==> src/cssf_pkg.sv <==
`default_nettype none
package cssf_pkg;
   // count source selection for the bit rate divider
   typedef enum logic [1:0] {
      CSSF_SRC_DIV1 = 2'b00,
      CSSF_SRC_DIV8 = 2'b01,
      CSSF_SRC_DIV32 = 2'b10
   } cssf_src_t;

   localparam logic [4:0] CSSF_PRE_DIV8_LAST = 5'h07;
   localparam logic [4:0] CSSF_PRE_DIV32_LAST = 5'h1f;
   localparam logic [2:0] CSSF_BIT_LAST = 3'h7;
   localparam logic [7:0] CSSF_BYTE_RESET = 8'h00;

   // transfer state
   typedef enum logic [1:0] {
      CSSF_IDLE = 2'b00,
      CSSF_LEAD = 2'b01,
      CSSF_SHIFT = 2'b10
   } cssf_state_t;

   // static configuration from software
   typedef struct packed {
      logic master;
      logic ext_clk;
      logic pol_rise_out;
      logic phase_delay;
      cssf_src_t src;
      logic [7:0] brg;
   } cssf_cfg_t;

   // pin outputs; oe_n low means driving
   typedef struct packed {
      logic clk_o;
      logic clk_oe_n;
      logic out_o;
      logic out_oe_n;
      logic in_oe_n;
   } cssf_pins_t;
endpackage : cssf_pkg
`default_nettype wire

==> src/cssf_top.sv <==
`timescale 1ns/1ns
`default_nettype none
// Function
// - with the internal clock the transfer rate is the divider output halved.
// - the divider count source is the main clock divided by 1, 8 or 32.
// - with the external clock data shifts at the pin clock rate, undivided.
// - fault detection runs only in master mode.
// - in master mode a low select input floats the clock, output and input pins.
// - a fault sets the fault flag and raises the fault interrupt request.
// - clearing the fault flag restores the clock and data outputs.
// - in master mode a clear of the fault flag works only while select is high.
// - in slave mode a clear of the fault flag always works.
// - polarity picks sample-falling/change-rising or sample-rising/change-falling.
// - phase picks a transfer clock with or without delay against the data.
// - a role setting makes the port master or slave.
// - the clock pin drives when internal and master, listens when external, and floats unused as an internal slave; data pins are fixed.
module cssf_top (
   input wire logic clk,
   input wire logic rst,
   input wire cssf_pkg::cssf_cfg_t cfg,
   input wire logic start,
   input wire logic [7:0] tx_byte,
   input wire logic fault_clear,
   input wire logic transfer_clock_pin_i,
   input wire logic serial_in_pin,
   input wire logic bus_select_input,
   output cssf_pkg::cssf_pins_t pins,
   output logic busy,
   output logic [7:0] rx_byte,
   output logic rx_done,
   output logic fault_flag,
   output logic fault_irq
);
   // pin synchronisers, first stage read only by the second
   logic [2:0] s1_q, s1_d, s2_q, s2_d, s3_q, s3_d;
   logic eclk, ein, esel;
   always_comb begin
      s1_d = {transfer_clock_pin_i, serial_in_pin, bus_select_input};
      s2_d = s1_q;
      s3_d = s2_q;
   end
   always_ff @(posedge clk) begin
      if (rst) begin
         s1_q <= 3'h7;
         s2_q <= 3'h7;
         s3_q <= 3'h7;
      end else begin
         s1_q <= s1_d;
         s2_q <= s2_d;
         s3_q <= s3_d;
      end
   end
   assign eclk = s2_q[2];
   assign ein = s2_q[1];
   assign esel = s2_q[0];

   // prescaler and bit rate divider; one pulse per half bit
   logic [4:0] pre_q, pre_d;
   logic [7:0] brg_q, brg_d;
   logic pre_tick, half_tick, ext_rise, ext_fall;
   always_comb begin
      pre_d = pre_q + 5'h01;
      case (cfg.src)
         cssf_pkg::CSSF_SRC_DIV8: pre_tick = (pre_q[2:0] == cssf_pkg::CSSF_PRE_DIV8_LAST[2:0]);
         cssf_pkg::CSSF_SRC_DIV32: pre_tick = (pre_q == cssf_pkg::CSSF_PRE_DIV32_LAST);
         default: pre_tick = 1'b1;
      endcase
      brg_d = brg_q;
      half_tick = 1'b0;
      if (pre_tick) begin
         if (brg_q == 8'h00) begin
            brg_d = cfg.brg;
            half_tick = 1'b1;
         end else begin
            brg_d = brg_q - 8'h01;
         end
      end
   end
   always_ff @(posedge clk) begin
      if (rst) begin
         pre_q <= 5'h00;
         brg_q <= 8'h00;
      end else begin
         pre_q <= pre_d;
         brg_q <= brg_d;
      end
   end
   // external clock edges from the synchronised pin
   assign ext_rise = eclk & ~s3_q[2];
   assign ext_fall = ~eclk & s3_q[2];

   // shifter state
   cssf_pkg::cssf_state_t st_q, st_d;
   logic [7:0] sh_q, sh_d, rx_q, rx_d;
   logic [2:0] cnt_q, cnt_d;
   logic sclk_q, sclk_d, out_q, out_d, done_q, done_d, flt_q, flt_d;
   logic lead_edge, trail_edge, samp_edge, chg_edge, fault_now;
   always_comb begin
      // master only, low select means contention
      fault_now = cfg.master & ~esel;
      if (cfg.ext_clk) begin
         // edges taken straight from the pin
         // delayed phase swaps lead and trail so the sample edge keeps its polarity
         lead_edge = (cfg.pol_rise_out ^ cfg.phase_delay) ? ext_fall : ext_rise;
         trail_edge = (cfg.pol_rise_out ^ cfg.phase_delay) ? ext_rise : ext_fall;
      end else begin
         // two half-bit ticks per bit halve the rate
         lead_edge = half_tick & ~sclk_q;
         trail_edge = half_tick & sclk_q;
      end
      // leading edge samples unless delayed phase, then it changes
      samp_edge = cfg.phase_delay ? trail_edge : lead_edge;
      chg_edge = cfg.phase_delay ? lead_edge : trail_edge;
      st_d = st_q;
      sh_d = sh_q;
      rx_d = rx_q;
      cnt_d = cnt_q;
      sclk_d = sclk_q;
      out_d = out_q;
      done_d = 1'b0;
      case (st_q)
         cssf_pkg::CSSF_IDLE: begin
            sclk_d = 1'b0;
            if (start & ~flt_q) begin
               sh_d = tx_byte;
               cnt_d = 3'h0;
               out_d = tx_byte[7];
               st_d = cfg.phase_delay ? cssf_pkg::CSSF_LEAD : cssf_pkg::CSSF_SHIFT;
            end
         end
         cssf_pkg::CSSF_LEAD, cssf_pkg::CSSF_SHIFT: begin
            if (~cfg.ext_clk & half_tick) begin
               sclk_d = ~sclk_q;
            end
            if (samp_edge) begin
               sh_d = {sh_q[6:0], ein};
               st_d = cssf_pkg::CSSF_SHIFT;
               if (cnt_q == cssf_pkg::CSSF_BIT_LAST) begin
                  rx_d = {sh_q[6:0], ein};
                  done_d = 1'b1;
                  st_d = cssf_pkg::CSSF_IDLE;
               end
               cnt_d = cnt_q + 3'h1;
            end else if (chg_edge & (st_q == cssf_pkg::CSSF_SHIFT | cfg.phase_delay)) begin
               out_d = sh_q[7];
            end
         end
         default: st_d = cssf_pkg::CSSF_IDLE;
      endcase
      if (fault_now) begin
         st_d = cssf_pkg::CSSF_IDLE;
      end
      // clear gated by select only as master
      flt_d = flt_q;
      if (fault_clear & (~cfg.master | esel)) begin
         flt_d = 1'b0;
      end
      if (fault_now) begin
         flt_d = 1'b1;
      end
   end
   always_ff @(posedge clk) begin
      if (rst) begin
         st_q <= cssf_pkg::CSSF_IDLE;
         sh_q <= cssf_pkg::CSSF_BYTE_RESET;
         rx_q <= cssf_pkg::CSSF_BYTE_RESET;
         cnt_q <= 3'h0;
         sclk_q <= 1'b0;
         out_q <= 1'b1;
         done_q <= 1'b0;
         flt_q <= 1'b0;
      end else begin
         st_q <= st_d;
         sh_q <= sh_d;
         rx_q <= rx_d;
         cnt_q <= cnt_d;
         sclk_q <= sclk_d;
         out_q <= out_d;
         done_q <= done_d;
         flt_q <= flt_d;
      end
   end

   // pin drive; the fault flag floats everything until cleared
   always_comb begin
      // idle level follows polarity, inverted by delayed phase
      // without the inversion a delayed frame would sample on the wrong pin edge
      pins.clk_o = sclk_q ^ cfg.pol_rise_out ^ cfg.phase_delay;
      // clock drives only when internal, master role
      // float while faulted, restore on clear
      pins.clk_oe_n = cfg.ext_clk | ~cfg.master | flt_q;
      pins.out_o = out_q;
      pins.out_oe_n = flt_q;
      pins.in_oe_n = 1'b1;
   end
   assign busy = (st_q != cssf_pkg::CSSF_IDLE);
   assign rx_byte = rx_q;
   assign rx_done = done_q;
   assign fault_flag = flt_q;
   assign fault_irq = flt_q;
endmodule : cssf_top
`default_nettype wire

==> config.mk <==
export PLATFORM = sky130hd
export DESIGN_NAME = cssf_top
export DESIGN_NICKNAME = d
export VERILOG_FILES = /design/src/cssf_pkg.sv /design/src/cssf_top.sv
export SDC_FILE = /design/constraint.sdc
export NUM_CORES = 1
export LEC_CHECK = 0
export BUFFER_PORTS_ARGS = -buffer_cell sky130_fd_sc_hd__buf_2
export CORE_ASPECT_RATIO = 0.8
export CORE_MARGIN = 3
export CORE_UTILIZATION = 50
export CTS_BUF_LIST = sky130_fd_sc_hd__clkbuf_8
export DETAILED_ROUTE_END_ITERATION = 6
export GPL_TIMING_DRIVEN = 0
export PLACE_DENSITY_LB_ADDON = 0.3
export SETUP_SLACK_MARGIN = 0.3
export SLEW_MARGIN = 10
export SYNTH_ARGS = -nofsm -noshare
export SYNTH_HDL_FRONTEND = slang
export SYNTH_SLANG_ARGS = --single-unit
==> constraint.sdc <==
create_clock -name clk -period 2.9 [get_ports clk]
set_input_delay 0.29 -clock clk [delete_from_list [all_inputs] [get_ports clk]]
set_output_delay 0.29 -clock clk [all_outputs]
set_load 0.01 [all_outputs]
# Word-level counts from Yosys, hierarchy flattened
# Index checks and enable logic that the tools add are counted.
[classes]
addsub = 3
n_eq_ne = 12
mux = 30
bitwise = 25
reduce_logical = 13
[ops]
columns = ["op", "count"]
rows = [
  ["$mux 8", 3],
  ["$pmux 8 s2", 1],
  ["$mux 1", 15],
  ["$ne 2x2->1 const B", 5],
  ["$and 1x1->1", 9],
  ["$not 1->1", 9],
  ["$logic_not 8->1", 1],
  ["$mux 2", 4],
  ["$sub 8x1->8 const B", 1],
  ["$eq 3x3->1 const B", 2],
  ["$mux 3", 2],
  ["$pmux 1 s2", 3],
  ["$pmux 3 s2", 1],
  ["$reduce_and 3->1", 2],
  ["$reduce_bool 2->1", 3],
  ["$add 5x1->5 const B", 1],
  ["$eq 5x5->1 const B", 1],
  ["$eq 2x1->1 const B", 2],
  ["$eq 2x2->1 const B", 2],
  ["$or 1x1->1", 4],
  ["$pmux 2 s2", 1],
  ["$reduce_and 2->1", 2],
  ["$reduce_and 4->1", 1],
  ["$reduce_or 2->1", 2],
  ["other kinds (4)", 6],
]
[totals]
elab_cells = 96
output_inout_bits = 17
input_bits = 29
reg_bits = 47

# Longest topological paths before layout
# Gate-level depths: netlist of run 1.
[depth]
word_depth = 10
depth_mapped = 10
ltp_nobuf = 8

# Worst setup path before layout of run 1
# No wires, ideal clock.
[synth_path]
path_type = "register to register"
from = "register pre_q[0]"
to = "register sh_q[1]"
path_stages_with_launch = 10
period_less_slack_ps = 2261
n_path_buf = 2
arrival_ps = 2173
setup_time_ps = 88
slack_ps = 639
t_required_ps = 2812
cell_sequence = "dfxtp_1 ha_1 and3_1 ha_1 a221o_1 and4b_4 o41a_1 buf_6 buf_12 a311oi_2"
[synth_between]
elab_chain_len = 8
word_cells_on_any_way = 11
classes_between = "3 x eq/ne; 5 x mux; 2 x bitwise; 1 x reduce/logical"
[synth_rtl]
columns = ["item", "line_no", "text"]
rows = [
  ["start, declared", "cssf_top.sv:58", "logic [4:0] pre_q, pre_d;"],
  ["start signal, assigned", "cssf_top.sv:84", "pre_q <= pre_d;"],
  ["$eq 5x5->1 / $eq 3x3->1 (equally long branches)", "cssf_top.sv:65, cssf_top.sv:64", ""],
  ["$pmux 1 s2 *", "cssf_top.sv:63", "case (cfg.src)"],
  ["$mux 1 *", "cssf_top.sv:70", "if (pre_tick) begin"],
  ["$and 1x1->1 (on tied branches)", "cssf_top.sv:108, cssf_top.sv:109", ""],
  ["$mux 1", "cssf_top.sv:101", "if (cfg.ext_clk) begin"],
  ["$mux 1 *", "cssf_top.sv:112", "samp_edge = cfg.phase_delay ? trail_edge : lead_edge;"],
  ["$ne 2x2->1 (no line) *", "--", ""],
  ["$reduce_and 3->1 (no line) *", "--", ""],
  ["end signal, assigned", "cssf_top.sv:165", "sh_q <= cssf_pkg::CSSF_BYTE_RESET;"],
  ["end, declared", "cssf_top.sv:94", "logic [7:0] sh_q, sh_d, rx_q, rx_d;"],
]
# Every way passes the cells marked *; elsewhere a longest branch is shown, timed or not.
# A chain may end at the register's enable or synchronous reset.

# Final worst setup path of run 1
[layout_path]
from = "register pre_q[0]"
to = "register sh_q[3]"
# The elaborated chain is that of the path after synthesis.

==> flow_metrics.py, run 1 <==
metrics = {
    "outcome": {
        "status": "complete, no violations",
    },
    "clocking": {
        "cts_hold_buf": 0,
        "cts_buffer_depth": 2,
        "clk_pin_slew_ps": 90,
        "htree_levels": 2,
        "cts_sinks": 45,
        "cts-buffers-inserted": 5,
        "cts_tree": "built",
        "clock_latency_ps": 300,
        "root_buffer": "clkbuf_8",
    },
    "critical_path": {
        "startpoint": "pre_q[0]",
        "rrSetupSlack_ps": 420,
        "cp.required_ps": 3120,
        "cp-end-kind": "flip-flop",
        "worst-path-max-fanout": 10,
        "crit_arrival_ps": 2690,
        "r2r-start": "pre_q[0]",
        "path_class": "flip-flop to flip-flop",
        "start_kind": "flip-flop",
    },
    "yosys": {
        "synth_top_area_share": 0.376,
        "synth_cell_types": 55,
        "synth_top_area_cell": "dfxtp_1",
        "ys_ff_latch": 45,
        "synth-main-ff-cell": "dfxtp_1",
        "ys_seq_area_frac": 0.376,
        "yosysWarnings": 0,
        "synthMostInstantiatedCell": "dfxtp_1",
        "synth_edf_count": 0,
        "syn_area_um2": 2390,
        "synthTopCellsByCount": "45 x dfxtp_1, 22 x nor2_1, 20 x mux2i_1",
        "synth_fp_nets": 291,
        "syn-instance-count": 250,
        "ys_async_sr_fraction": 0,
        "synth_area_per_cell_um2": 9.57,
        "synth_area_leaders": "dfxtp_1 38%, mux2i_1 8.4%, ha_1 6.3%",
    },
    "grt": {
        "grt_pass1_wl_um": 8410,
        "grt_start_max_net_pins": 16,
        "grt_overflow": 0,
        "grt_pass1_vias": 1798,
        "antenna_found_initial": 0,
        "grt.total_usage": 0.186,
    },
    "timing": {
        "final_hold_viol_count": 0,
        "max_freq_mhz": 404,
        "fin_tns_setup_ps": 0,
        "finalClockSkew_ps": 10.1,
        "finalCritPeriodShare": 0.854,
        "min_period_ps": 2480,
        "slew_headroom": 0.531,
        "rsz0062_at_grt": "false",
        "hold_slack_ps": 161,
        "worst_pin_slew_ps": 702,
        "timing.final.ws_setup_ps": 424,
        "slew_viol_final": 0,
        "finalSetupViolations": 0,
    },
    "cells_and_area": {
        "fin_cells": 359,
        "area_growth_pct": 17.3,
        "fillerInstances": 383,
        "regArea_um2": 901,
        "drive_gt1_frac": 0.285,
        "final_nets": 342,
        "multi_input_area_um2": 1360,
        "diodes": 0,
    },
    "placed_design": {
        "place_congestion": 0.795,
        "portBuffers": 43,
        "dp_slack_ps": 362,
        "place_inst": 350,
        "dp_hpwl_um": 3710,
    },
    "die": {
        "chipWidth_um": 83.4,
        "fp.dieH_um": 67.9,
        "dieArea_um2": 5660,
        "coreArea_um2": 4390,
        "ios": 46,
        "start_util": 0.545,
        "rows": 21,
    },
    "pwr": {
        "cellLeakagePower_nw": 1.15,
        "vdd_drop_max_v": 0.000481,
        "power.density_nw_per_um2": 946,
    },
    "flow_run": {
        "max_cap_violations": 0,
    },
    "worst_hold_path": {
        "min_path_type": "input pin to flip-flop",
        "min_from": "transfer_clock_pin_i",
    },
    "detailed_routing": {
        "wirelength_um": 5210,
        "drc_errors": 0,
        "vias": 1992,
        "via_per_inst": 5.55,
        "drt_iter0_markers": 194,
        "firstDrtPassIters": 4,
        "drtAntennaViolNets": 0,
        "wl_per_cell_um": 14.5,
    },
}
-- registers in the layout, summed over array words and instances, names as in the netlist --
name	flops
sclk_q	1
fault_flag	1
s1_q	3
cnt_q	3
pre_q	5
s3_q	1
rx_done	1
out_q	1
st_q	2
sh_q	8
s2_q	3
brg_q	8
rx_byte	8
-- per-layer routing --
metal  track usage  up-vias  wire [um]
met2         0.306       72       2300
met5             0        -          0
met1         0.241      909       2490
met4        0.0633        0         20
met3        0.0493        3        394
li1              -     1008          -
-- cell type report --
cell class	count	share of cell area
Clock inverter	2	0.00624
Inverter	9	0.0120
Buffer	17	0.0392
Multi-Input combinational cell	179	0.483
Timing Repair Buffer	44	0.0838
Clock buffer	6	0.0294
Tap cell	57	0.0254
Sequential cell	45	0.321
-- metrics by stage --
step           area [um^2]   util  total power [mW]
6_report              2810  0.640              2.65
5_1_grt               2810  0.640              2.85
4_1_cts               2780  0.634              2.63
3_5_place_dp          2680  0.611              2.21
3_3_place_gp          2680  0.611              2.18
2_1_floorplan         2390      -              1.94
-- cell usage in the layout, fill, tap and decap left out, types with 3 or more instances in the layout --
cell type  instances
inv_1              9
mux2_2             3
dfxtp_1           45
o21ai_0            6
buf_2             43
mux2i_1           20
or2_2              7
nand3b_1           3
a21oi_1           17
xnor2_1            3
buf_4              6
nand2b_1           4
nand4_1            5
ha_1              12
a311oi_2           7
nand3_1            7
a211oi_1           3
clkbuf_1           8
nand2_1           12
clkbuf_8           6
nor2b_1            8
nor3_1             3
nor2_1            22
-- repair_timing --
item / CTS / global route
endpoints found under the setup margin: 0 / 12
resized for setup: 0 / 1
buffers inserted: 0 / 1
-- logic make-up (layout without fill, tap and decap cells) --
group / after synthesis / after routing / share of synthesized area
simple gates: 86 / 86 / 0.209
compound gates: 53 / 53 / 0.178
flops: 45 / 45 / 0.376
buf+inv: 26 / 78 / 0.0601
mux: 23 / 23 / 0.0978
fa+ha+maj: 12 / 12 / 0.0627
xor+xnor: 4 / 4 / 0.0146
other cells: 1 / 1 / 0.00157
-- worst max-delay path: stages, from the launching register on --
cell and delay, ps:
dfxtp_1 350, ha_1 210, and3_1 150, ha_1 190, a221o_1 360, and4b_4 230, o41a_1 380, buf_6 150
buf_12 140, a311oi_2 220
-- worst paths after layout --
kind | to | cells after the start
min | s1_q[2] | 2
min reg2reg | s2_q[0] | 1
max reg2reg | sh_q[3] | 9
max | sh_q[3] | 9
-- power by group --
part	leakage (nW)	switching (mW)	total [mW]	internal, mW
clock	0.0518	0.230	0.428	0.198
combinational	0.729	0.737	1.35	0.610
sequential	0.369	0.133	0.879	0.747
Note: power is estimated with default switching activity, not from simulation.
==> inputs of run 2 (changes only) <==
- REMOVE_ABC_BUFFERS: not set -> 1
- SETUP_SLACK_MARGIN: 0.3 -> 0.2
==> run 2 against run 1 <==
  * Register-to-register slack worse by 80 ps
  * Routed wire length is 11% lower
  * Cell count shrank 4.7%
  * Critical path type unchanged
==> flow_metrics.py, run 2 (same netlist as run 1, synthesis figures left out) <==
metrics = {
    "outcome": {
        "status": "complete, no violations",
    },
    "detailed_routing": {
        "via_per_inst": 5.59,
        "wl_per_cell_um": 13.5,
        "met1_length_um": 2310,
        "drtAntennaViolNets": 0,
        "wl_met2_um": 1960,
        "wirelength_um": 4620,
        "drt_iter0_markers": 116,
        "top_layer": "met4",
        "vias": 1911,
        "drc_errors": 0,
        "firstDrtPassIters": 4,
        "dr_wl_met3_um": 272,
    },
    "pwr": {
        "switching_power_mw": 1.06,
        "p_sw_frac": 0.415,
        "power.density_nw_per_um2": 943,
        "p_int_mw": 1.49,
        "clockPowerShare": 0.166,
        "power_frac_comb": 0.489,
        "cellLeakagePower_nw": 1.09,
        "power_frac_seq": 0.345,
        "vdd_drop_max_v": 0.000534,
    },
    "critical_path": {
        "reg2regPathDepth": 8,
        "worst_path_max_delay_cell": "o41a_4",
        "critical_path.cell_chain": "ha_1, and3_1, ha_1, a221o_2, and4b_4, o41a_4, a21oi_1, a311oi_2",
        "cpMostUsedCell": "ha_1",
        "start_kind": "flip-flop",
        "cp.required_ps": 3060,
        "max_stage_delay_ps": 550,
        "rrSetupSlack_ps": 340,
        "path_class": "flip-flop to flip-flop",
        "crit_arrival_ps": 2720,
        "regToRegEndpoint": "sh_q[3]",
        "worst-path-max-fanout": 18,
        "path_buf_inv": 0,
        "cpLargestDelayFamily": "compound AO/OA/AOI/OAI gates",
        "r2r-start": "pre_q[0]",
        "cp-end-kind": "flip-flop",
    },
    "timing": {
        "max_freq_mhz": 391,
        "rsz0062_at_grt": "false",
        "final_hold_viol_count": 0,
        "finalSetupViolations": 0,
        "finalClockSkew_ps": 9.89,
        "fin_tns_setup_ps": 0,
        "slew_viol_final": 0,
        "slew_headroom": 0.447,
        "finalCritPeriodShare": 0.882,
        "worst_pin_slew_ps": 829,
        "min_period_ps": 2560,
    },
    "cells_and_area": {
        "diodes": 0,
        "final_nets": 325,
        "final_common_cell": "dfxtp_1",
        "fin_cells": 342,
        "area_growth_pct": 13.0,
        "drive_gt1_frac": 0.284,
        "final_cell_mix": "45 x dfxtp_1, 44 x buf_2, 22 x nor2_1, 20 x mux2i_1, 17 x a21oi_1",
    },
    "worst_hold_path": {
        "min_from": "serial_in_pin",
        "min_path_type": "input pin to flip-flop",
        "hold_end": "s1_q[1]",
        "hold_path_depth": 2,
    },
    "clocking": {
        "cts_hold_buf": 0,
        "htree_levels": 2,
        "cts_tree": "built",
        "cts-buffers-inserted": 5,
        "cts_sinks": 45,
        "clk_pin_slew_ps": 90,
        "cts_buffer_depth": 2,
        "clock_latency_ps": 310,
        "root_buffer": "clkbuf_8",
    },
    "grt": {
        "grt_pass1_wl_um": 7870,
        "antenna_found_initial": 0,
        "grt.total_usage": 0.175,
        "grt_start_max_net_pins": 46,
        "grt_pass1_vias": 1725,
        "grt_overflow": 0,
    },
    "placed_design": {
        "place_congestion": 0.793,
        "place_inst": 334,
        "dp_hpwl_um": 3260,
        "portBuffers": 44,
    },
    "die": {
        "ios": 46,
        "chipWidth_um": 83.4,
        "coreArea_um2": 4390,
        "start_util": 0.545,
        "rows": 21,
        "fp.dieH_um": 67.9,
        "dieArea_um2": 5660,
    },
    "flow_run": {
        "max_cap_violations": 0,
    },
}
[run 2: worst register-to-register path, cell delays in order (launching register included)]
cell,delay (ps)
dfxtp_1,330
ha_1,210
and3_1,140
ha_1,190
a221o_2,450
and4b_4,250
o41a_4,550
a21oi_1,230
a311oi_2,70
[run 2: worst max-delay path by stage]
stage,startpoint,endpoint,slack [ps],cells past startpoint
after floorplan,pre_q[0],sh_q[0],370,8
after global placement,pre_q[0],sh_q[0],140,8
after detailed placement,pre_q[0],sh_q[3],100,8
after CTS,pre_q[0],sh_q[1],240,8
after global routing,pre_q[0],sh_q[6],230,8
final,pre_q[0],sh_q[3],340,8
[run 2: metal layers]
layer,vias up,GRT usage
met2,53,0.264
met1,868,0.241
li1,981,-
met3,9,0.0445
met4,0,0.0735
met5,-,0
[run 2: timing repair]
item | CTS | global route
gates resized for setup | 2 | 4
pin swaps | 0 | 0
setup endpoints to repair | 11 | 11
setup buffers | 0 | 0
hold endpoints to repair | 0 | 0
[run 2: area by class of cell]
class / instances / area, um^2
fill: 369 / 1680
multi-input combinational: 179 / 1380
sequential: 45 / 901
timing repair buffer: 44 / 220
clock buffer: 6 / 82.6
tap: 57 / 71.3
inverter: 9 / 33.8
clock inverter: 2 / 16.3
[run 2: stage by stage]
stage,instance area [um^2],power (mW),hold WS (ps),utilization,setup slack [ps]
3_3_place_gp,2570,2.06,392,0.587,143
6_report,2700,2.55,158,0.616,342
3_5_place_dp,2570,2.09,399,0.587,95.7
2_1_floorplan,2280,1.83,357,-,372
4_1_cts,2680,2.54,153,0.612,240
5_1_grt,2700,2.75,150,0.616,233
[run 2: power by group through the flow]
stage,logic (mW),clock network [mW],registers [mW]
global placement,1.18,0,0.886
global route,1.39,0.459,0.899
finish,1.25,0.423,0.879
CTS,1.23,0.430,0.877
floorplan,0.967,0,0.862
detailed placement,1.21,0,0.888
